File: config.mk
export PLATFORM = sky130hd
export DESIGN_NAME = spg_guard
export DESIGN_NICKNAME = d
export VERILOG_FILES = /design/src/hw/spg_guard.v
export VERILOG_INCLUDE_DIRS = /design/src /design/src/hw
export SDC_FILE = /design/constraint.sdc
export NUM_CORES = 1
export LEC_CHECK = 0
export ABC_AREA = 1
export BUFFER_PORTS_ARGS = -buffer_cell sky130_fd_sc_hd__buf_2
export CORE_MARGIN = 2
export CORE_UTILIZATION = 50
export CTS_BUF_LIST = sky130_fd_sc_hd__clkbuf_4 sky130_fd_sc_hd__clkbuf_8
export CTS_CLUSTER_DIAMETER = 150
export DETAILED_ROUTE_END_ITERATION = 8
export PLACE_DENSITY = 0.73
export SLEW_MARGIN = 20
export SYNTH_ARGS = -nofsm -noshare
export SYNTH_HDL_FRONTEND = slang
export SYNTH_SLANG_ARGS = --single-unit
File: constraint.sdc
create_clock -name i_clk -period 2.2 [get_ports i_clk]
set_input_delay 0.44 -clock i_clk [delete_from_list [all_inputs] [get_ports i_clk]]
set_output_delay 0.44 -clock i_clk [all_outputs]
set_load 0.01 [all_outputs]
File: src/hw/spg_defs.vh
`ifndef SPG_DEFS_VH
`define SPG_DEFS_VH
`define SPG_CLK_MHZ 250
`define SPG_PUW_MIN_US 100
`define SPG_PUW_MAX_US 500
`define SPG_VSL_MIN_US 300
`define SPG_PUW_CYCLES (`SPG_PUW_MIN_US * `SPG_CLK_MHZ)
`define SPG_BYTE_BITS 8
`define SPG_OP_WREN 8'h06
`define SPG_OP_WRSR 8'h01
`define SPG_OP_PP 8'h02
`define SPG_OP_SE 8'hD8
`define SPG_OP_SSE 8'h20
`define SPG_OP_CHE 8'h60
`define SPG_OP_RDSR 8'h05
`define SPG_CMD_NONE 3'h0
`define SPG_CMD_WRSR 3'h1
`define SPG_CMD_PROG 3'h2
`define SPG_CMD_ERASE 3'h3
`endif

File: src/hw/spg_guard.v
`include "spg_defs.vh"
// Notes on behaviour
// (RULE1) pause begins when pause input falls while serial clock is low
// (RULE2) pause ends when pause input rises
// (RULE3) host keeps pause input steady while serial clock is high
// (RULE4) pause input only counts while chip select is low
// (RULE5) chip select rising clears pause and resets the command interface
// (RULE6) while paused output floats, input and clock are ignored
// (RULE7) counters and partial command are kept across a pause
// (RULE8) host waits at least 300 us after supply before selecting
// (RULE9) after reset the device is in standby, nothing in progress
// (RULE10) writes refused until power-up write delay has passed
// (RULE11) write command dropped if select rises off a byte boundary
// (RULE12) page program dropped unless data ends on a whole byte
// (RULE13) status write dropped if two or more data bytes follow
module spg_guard #(
    parameter PUW_CYCLES = `SPG_PUW_CYCLES
) (
    input wire i_clk,
    input wire i_reset_n,
    input wire i_cs_n,
    input wire i_sck,
    input wire i_si,
    input wire i_pause_n,
    input wire [7:0] i_so_data,
    output reg o_so,
    output reg o_so_oe,
    output reg o_paused,
    output reg o_write_ready,
    output reg o_exec_valid,
    output reg [2:0] o_exec_cmd,
    output reg [7:0] o_exec_data,
    output reg [15:0] o_exec_bytes,
    output reg o_busy
);
    localparam NPIN = 4;
    // bank order: select, clock, data, pause; reset values match idle pin levels
    localparam [NPIN-1:0] PIN_IDLE = 4'h9;
    wire [NPIN-1:0] pin_raw = {i_pause_n, i_si, i_sck, i_cs_n};
    wire [NPIN-1:0] pin_sync;
    reg cs_q_reg, sck_q_reg, hold_q_reg;
    reg pause_reg;
    reg [2:0] bit_cnt_reg;
    reg [15:0] byte_cnt_reg;
    reg [7:0] shift_reg;
    reg [7:0] op_reg;
    reg [7:0] tx_reg;
    reg [7:0] data0_reg;
    reg [17:0] puw_cnt_reg;

    // two flops per pin; only the second flop is read by any logic
    genvar g;
    generate
        for (g = 0; g < NPIN; g = g + 1) begin : g_sync
            reg meta_reg;
            reg stable_reg;
            always @(posedge i_clk) begin
                if (!i_reset_n) begin
                    meta_reg <= PIN_IDLE[g];
                    stable_reg <= PIN_IDLE[g];
                end else begin
                    meta_reg <= pin_raw[g];
                    stable_reg <= meta_reg;
                end
            end
            assign pin_sync[g] = stable_reg;
        end
    endgenerate

    wire cs_n = pin_sync[0];
    wire sck = pin_sync[1];
    wire si = pin_sync[2];
    wire hold_n = pin_sync[3];
    // select, clock and data share the same delay, so their edges stay in order
    wire cs_rise = cs_n & ~cs_q_reg;
    wire sck_rise = sck & ~sck_q_reg;
    wire sck_fall = ~sck & sck_q_reg;
    wire hold_fall = ~hold_n & hold_q_reg;
    wire hold_rise = hold_n & ~hold_q_reg;
    wire active = ~cs_n & ~pause_reg;
    wire [7:0] byte_in = {shift_reg[6:0], si};

    function [2:0] cmd_class;
        input [7:0] op;
        begin
            case (op)
                `SPG_OP_WRSR: cmd_class = `SPG_CMD_WRSR;
                `SPG_OP_PP: cmd_class = `SPG_CMD_PROG;
                `SPG_OP_SE, `SPG_OP_SSE, `SPG_OP_CHE, `SPG_OP_WREN: cmd_class = `SPG_CMD_ERASE;
                default: cmd_class = `SPG_CMD_NONE;
            endcase
        end
    endfunction

    wire [2:0] cls = cmd_class(op_reg);
    wire on_byte = (bit_cnt_reg == 3'h0); // [RULE11] [RULE12]
    reg exec_ok;
    always @* begin
        exec_ok = 1'b0;
        case (cls)
            `SPG_CMD_WRSR: exec_ok = on_byte && (byte_cnt_reg == 16'h0002); // [RULE13]
            `SPG_CMD_PROG: exec_ok = on_byte && (byte_cnt_reg > 16'h0004); // [RULE12]
            `SPG_CMD_ERASE: exec_ok = on_byte && (byte_cnt_reg != 16'h0000); // [RULE11]
            default: exec_ok = 1'b0;
        endcase
    end

    // previous levels for edge detection, reset to the idle pin levels
    always @(posedge i_clk) begin
        if (!i_reset_n) begin
            cs_q_reg <= 1'b1;
            sck_q_reg <= 1'b0;
            hold_q_reg <= 1'b1;
        end else begin
            cs_q_reg <= cs_n;
            sck_q_reg <= sck;
            hold_q_reg <= hold_n;
        end
    end

    // counter parks at the limit, so the ready flag never drops again
    always @(posedge i_clk) begin
        if (!i_reset_n) begin
            puw_cnt_reg <= 18'h00000;
            o_write_ready <= 1'b0;
        end else begin
            if (puw_cnt_reg != PUW_CYCLES[17:0])
                puw_cnt_reg <= puw_cnt_reg + 18'h00001;
            o_write_ready <= (puw_cnt_reg == PUW_CYCLES[17:0]); // [RULE10]
        end
    end

    // pause needs clock low to start; ending it does not look at the clock
    always @(posedge i_clk) begin
        if (!i_reset_n) begin
            pause_reg <= 1'b0; // [RULE9]
            o_paused <= 1'b0;
        end else begin
            if (cs_n) begin
                pause_reg <= 1'b0; // [RULE4] [RULE5]
            end else if (hold_fall && !sck) begin
                pause_reg <= 1'b1; // [RULE1]
            end else if (hold_rise) begin
                pause_reg <= 1'b0; // [RULE2]
            end
            o_paused <= pause_reg & ~cs_n;
        end
    end

    // counters move only on unpaused clock edges, so a pause resumes mid-byte
    always @(posedge i_clk) begin
        if (!i_reset_n) begin
            bit_cnt_reg <= 3'h0;
            byte_cnt_reg <= 16'h0000;
            shift_reg <= 8'h00;
            op_reg <= 8'h00;
            data0_reg <= 8'h00;
            o_busy <= 1'b0;
        end else if (cs_rise) begin
            // clear the opcode too; only data0_reg is kept from this frame into the next
            bit_cnt_reg <= 3'h0; // [RULE5]
            byte_cnt_reg <= 16'h0000;
            shift_reg <= 8'h00;
            op_reg <= 8'h00;
            o_busy <= 1'b0;
        end else if (active && sck_rise) begin // [RULE6] [RULE7]
            o_busy <= 1'b1;
            bit_cnt_reg <= bit_cnt_reg + 3'h1;
            shift_reg <= byte_in;
            if (bit_cnt_reg == 3'h7) begin
                byte_cnt_reg <= byte_cnt_reg + 16'h0001;
                if (byte_cnt_reg == 16'h0000)
                    op_reg <= byte_in;
                if (byte_cnt_reg == 16'h0001)
                    data0_reg <= byte_in;
            end
        end
    end

    // one-cycle strobe; the command fields hold until the next accepted one
    always @(posedge i_clk) begin
        if (!i_reset_n) begin
            o_exec_valid <= 1'b0;
            o_exec_cmd <= `SPG_CMD_NONE;
            o_exec_data <= 8'h00;
            o_exec_bytes <= 16'h0000;
        end else begin
            o_exec_valid <= 1'b0;
            // the decode reads the opcode before the select edge clears it
            if (cs_rise && exec_ok && o_write_ready) begin // [RULE10] [RULE11]
                o_exec_valid <= 1'b1;
                o_exec_cmd <= cls;
                o_exec_data <= data0_reg;
                o_exec_bytes <= byte_cnt_reg;
            end
        end
    end

    // a byte is taken from i_so_data at each byte start, with no lookahead
    always @(posedge i_clk) begin
        if (!i_reset_n) begin
            tx_reg <= 8'h00;
            o_so <= 1'b0;
            o_so_oe <= 1'b0;
        end else begin
            if (cs_n) begin
                tx_reg <= i_so_data;
            end else if (active && sck_fall) begin
                // msb must stand before the first rising edge of the byte
                if (bit_cnt_reg == 3'h0) begin
                    o_so <= i_so_data[7];
                    tx_reg <= {i_so_data[6:0], 1'b0};
                end else begin
                    o_so <= tx_reg[7];
                    tx_reg <= {tx_reg[6:0], 1'b0};
                end
            end
            // write-type commands never answer, so the pin stays released for them
            o_so_oe <= active && (cls == `SPG_CMD_NONE) && (byte_cnt_reg != 16'h0000); // [RULE6]
        end
    end
endmodule // spg_guard

# Word level (Yosys, flattened, before mapping)
# Index checks and enable logic that the tools add are counted.
[totals]
register_bits = 113
input_bits = 14
[op_classes]
addsub = 3
n_lt_le_gt_ge = 1
n_eq_ne = 14
n_mux = 9
n_bitwise = 16
n_reduce_logical = 24
[ops]
columns = ["operator", "count"]
rows = [
  ["two-way mux 8 bit", 3],
  ["adder 18 x 1 -> 18 bit, second input constant", 1],
  ["equality test 18 x 15 -> 1 bit, second input constant", 1],
  ["!= test 18 x 15 -> 1 bit, second input constant", 1],
  ["adder 16 x 1 -> 16 bit, second input constant", 1],
  ["equality test 16 x 1 -> 1 bit, second input constant", 1],
  ["equality test 16 x 2 -> 1 bit, second input constant", 1],
  ["greater-than comparator 16 x 3 -> 1 bit, second input constant", 1],
  ["zero test 16 bit", 1],
  ["nonzero test 16 bit", 1],
  ["logical AND 1 bit", 10],
  ["inverter 1 bit", 9],
  ["equality test 8 x 1 -> 1 bit, second input constant", 1],
  ["equality test 8 x 2 -> 1 bit, second input constant", 1],
  ["equality test 8 x 3 -> 1 bit, second input constant", 1],
  ["equality test 8 x 6 -> 1 bit, second input constant", 1],
  ["equality test 8 x 7 -> 1 bit, second input constant", 1],
  ["equality test 8 bit, second input constant", 1],
  ["bitwise AND 1 bit", 7],
  ["equality test 3 x 2 -> 1 bit, second input constant", 2],
  ["zero test 3 bit", 2],
  ["case mux 2 bit (3 select lines)", 1],
  ["two-way mux 1 bit", 4],
  ["AND reduction 2 bit", 2],
  ["other kinds (10)", 12],
]

# Logic depth before layout (Yosys ltp)
[depth]
ltp_word = 8
depth_mapped = 13
ltp_nobuf = 12

# Least setup slack after synthesis
# Ideal clock, no wire load.
[synth_path]
kind = "register to register"
startpoint = "register byte_cnt_reg[0]"
endpoint = "register o_exec_bytes[0]"
setup_time_ns = 0.115
arrival_time_ns = 1.584
required_time_ns = 2.085
path_slack_ns = 0.501
stages_incl_launch_ff = 11
cell_sequence = "dfxtp_1 inv_1 ha_1 or2_1 nand3_1 nand3_1 nand3_4 buf_2 nand3_1 nand2_1 nor2_1"
[synth_between]
elab_chain_cells = 5
word_cells_on_any_way = 9
classes_between = "order compare: 1; eq/ne: 1; mux: 1; reduce/logical: 6"
[synth_lines]
columns = ["item", "line_no", "text"]
rows = [
  ["start: declaration", "spg_guard.v:44", "reg [15:0] byte_cnt_reg;"],
  ["start signal: assignment", "spg_guard.v:171", "byte_cnt_reg <= byte_cnt_reg + 16'h0001;"],
  ["greater-than comparator 16 x 3 -> 1 bit (tied with other cells)", "spg_guard.v:102", "`SPG_CMD_PROG: exec_ok = on_byte && (byte_cnt_reg > 16'h0004);"],
  ["logical AND 1 bit, on equally long branches", "spg_guard.v:102, spg_guard.v:101, spg_guard.v:103", ""],
  ["case mux 1 bit (3 select lines)", "spg_guard.v:100", "case (cls)"],
  ["logical AND 1 bit (2 in a row)", "spg_guard.v:190", "if (cs_rise && exec_ok && o_write_ready) begin"],
  ["end signal: assignment", "spg_guard.v:194", "o_exec_bytes <= byte_cnt_reg;"],
  ["end: declaration", "spg_guard.v:33", "output reg [15:0] o_exec_bytes,"],
]
# Several ways; a longest one is shown, not always the timed one.
# A chain may end at the register's enable or synchronous reset.

# Worst setup path after layout
[layout_path]
startpoint = "register byte_cnt_reg[0]"
endpoint = "register o_exec_bytes[2]"
[layout_between]
elab_chain_cells = 5
word_cells_on_any_way = 9
classes_between = "order compare: 1; eq/ne: 1; mux: 1; reduce/logical: 6"
[layout_lines]
columns = ["item", "line_no"]
rows = [
  ["greater-than comparator 16 x 3 -> 1 bit (tied with other cells)", "spg_guard.v:102"],
  ["logical AND 1 bit, on equally long branches", "spg_guard.v:102, spg_guard.v:101, spg_guard.v:103"],
  ["case mux 1 bit (3 select lines) (*)", "spg_guard.v:100"],
  ["logical AND 1 bit (*) (2 in a row)", "spg_guard.v:190"],
]
# Mark *: on every way between the ends. The rest lies on a longest branch, timed or not.

==> impl_metrics.yaml <==
synth:
  synth_top_cells_by_area: "dfxtp_1 44%, nand2_1 9.0%, inv_1 7.1%"
  yosys_warnings: 0
  synth_nets: 731
  syn-cell-area_um2: 5115
  synth-seq-cells: 112
  ys_seq_area_share_pct: 43.84
  synth_top_cell_by_area: "dfxtp_1"
  synth_top_area_share_pct: 43.84
  syn_area_per_cell_um2: 7.224
  netlist_instances: 708
  synth_cell_types: 39
timing:
  fmax_mhz: 516.0
  period_minus_slack_ns: 1.938
  setup_viol: 0
  finalCritPeriodShare_pct: 88.09
  rsz0062_at_grt: "false"
  setup_ws_ns: 0.2620
  max-slew-margin-rel_pct: 65.99
  tightest_slew_ns: 0.5097
  report.final.slew_viol_count: 0
  fin_setup_tns_ns: 0
  clock_skew_ns: 0.01267
  hold_viol: 0
worst_setup_path:
  crit_path_top_delay_cell: "dfxtp_1"
  path_max_fanout: 19
  endpoint_kind: "register"
  critPathLaunch: "byte_cnt_reg[0]"
  reg2reg_from: "byte_cnt_reg[0]"
  crit_chain: "inv_1 > ha_1 > or2_1 > nand3_1 > nand3_1 > nand3_4 > buf_4 > nand3_1 > nand2_1 > nor2_1"
  crit_top_cell: "nand3_1"
  start_kind: "register"
  crit_family: "simple AND/OR/NAND/NOR gates"
  cp_num_buf_inv: 2
  cp_data_arrival_time_ns: 2.20
  path_class: "reg -> reg"
  worst_ep_required_time_ns: 2.47
  slowest_delay_ns: 0.43
power_and_ir_drop:
  ir_drop_v: 0.0003630
  p_int_mw: 2.560
  switching_share_pct: 23.94
  power_density_nw_per_um2: 599.5
  p_switching_mw: 0.8055
  pwr-share-seq_pct: 61.3
  power_leakage_nw: 2.440
  comb_power_share_pct: 4.1
  fin_total_pwr_mw: 3.365
  pwr-share-clk_pct: 34.6
floorplan:
  die_w_um: 105.1
  placementRows: 36
  initial_core_util_pct: 51.85
  die_area_um2: 11050
  coreArea_um2: 9864
  die_h_um: 105.1
  num_io_pins: 47
routing:
  num_vias: 4472
  ant_nets: 0
  wl_um: 10570
  viasPerCell: 5.065
  drc_errors: 0
  drt_pass1_iterations: 5
  wl_per_cell_um: 11.97
  drtIter0Drc: 236
layout:
  nets: 768
  syn2layout_area_growth_pct: 9.736
  final_cells: 883
  n_antenna_cell: 0
  n_fill_cell: 932
  utilization_pct: 56.90
  largest_reg_flops: 18
  drive_gt1_share_pct: 13.60
grt:
  grt_max_degree: 52
  grt_overflow: 0
  antenna_found_initial: 0
  gr-usage-all-layers_pct: 19.93
  grt_pass1_vias: 4071
  grt_pass1_wl_um: 18120
status:
  status: "finished, final reports clean"
clocking:
  cts_max_path_buffers: 2
  clk_pin_slew_worst_paths_ns: 0.11
  cts_buffers: 9
  cts_setup_buffers: 0
  cts-resized-gates: 0
  root_buffer: "clkbuf_8"
  cts.hold.buffers_added: 0
  clk_latency_ns: 0.37
  cts.sinks: 112
  htreeDepth: 3
  cts_tree: "built"
worst_hold_path:
  min_path_type: "in -> reg"
  hold_start: "i_cs_n"
placed_design:
  gp_congestion: 0.8539
  place_ws_ns: 0.3058
  dp_hpwl_um: 7912
  placedCellCount: 867
  port_buffers: 45
run:
  max_cap_viol_count: 0
[cell usage in the layout, fill, tap and decap left out, types with 8 or more instances in the layout]
| cell | instances |
|---|---|
| o21ai_0 | 48 |
| nand3_1 | 56 |
| nor2_1 | 88 |
| buf_2 | 45 |
| nor3_1 | 8 |
| inv_1 | 97 |
| a21oi_1 | 72 |
| nand2_1 | 123 |
| dfxtp_1 | 112 |
| nand4_1 | 8 |
| clkbuf_8 | 10 |
| ha_1 | 9 |
| a211oi_1 | 11 |
[power groups by stage]
stage	Clock [mW]	Sequential (mW)	Combinational [mW]
6_report	1.16	2.06	0.139
2_1_floorplan	0	2.11	0.101
5_1_grt	1.27	2.07	0.163
3_3_place_gp	0	2.11	0.135
4_1_cts	1.20	2.06	0.140
3_5_place_dp	0	2.11	0.139
[final cells by class]
| class | instances | area [um2] | share of cell area (%) |
|---|---|---|---|
| Inverter | 102 | 382.9 | 6.821 |
| Timing Repair Buffer | 54 | 317.8 | 5.662 |
| Clock buffer | 10 | 137.6 | 2.452 |
| Multi-Input combinational cell | 466 | 2316 | 41.26 |
| Clock inverter | 6 | 50.05 | 0.8917 |
| Sequential cell | 112 | 2242 | 39.95 |
| Tap cell | 133 | 166.4 | 2.965 |
[cells in the mapped netlist (all sizes together)]
library cell / count
a211oi: 11
a21oi: 75
a31o: 1
a31oi: 1
buf: 18
clkbuf: 10
conb: 1
dfxtp: 112
ha: 9
inv: 102
nand2: 126
nand3: 58
nand4: 9
nor2: 96
nor3: 8
nor3b: 3
nor4: 4
o211ai: 1
o21a: 1
o21ai: 48
o221ai: 1
or2: 9
xor2: 4
[metal layers]
layer / share of wire, % / up-vias / track usage [%]
met2: 49 / 113 / 34.42
met4: 1.9 / 0 / 6.952
met5: 0 / - / 0
li1: - / 2340 / -
met1: 45 / 2004 / 24.26
met3: 4.4 / 15 / 4.616
[cells by family (layout without fill, tap and decap cells)]
group	count (synthesis)	after routing	share of synthesized area, %
compound gates	139	139	14.63
other cells	1	1	0.07332
xor+xnor	4	4	0.6849
buf+inv	130	172	10.89
simple gates	313	313	27.69
fa+ha+maj	9	9	2.202
flops	112	112	43.84
[worst paths after layout]
kind                     endpoint  slack [ns]  depth (start not counted)
max reg2reg       o_exec_bytes[2]        0.26                         10
min reg2reg  g_sync[2].stable_reg        0.42                          2
min            g_sync[0].meta_reg        0.25                          2
max               o_exec_bytes[2]        0.26                         10
[through the flow]
step	instance area (um2)	hold WS (ns)
floorplan	5115	0.3905
global placement	5425	0.3969
CTS	5613	0.2297
detailed placement	5425	0.4024
finish	5613	0.2468
global route	5613	0.2256
Power figures use the tool's default switching activity.
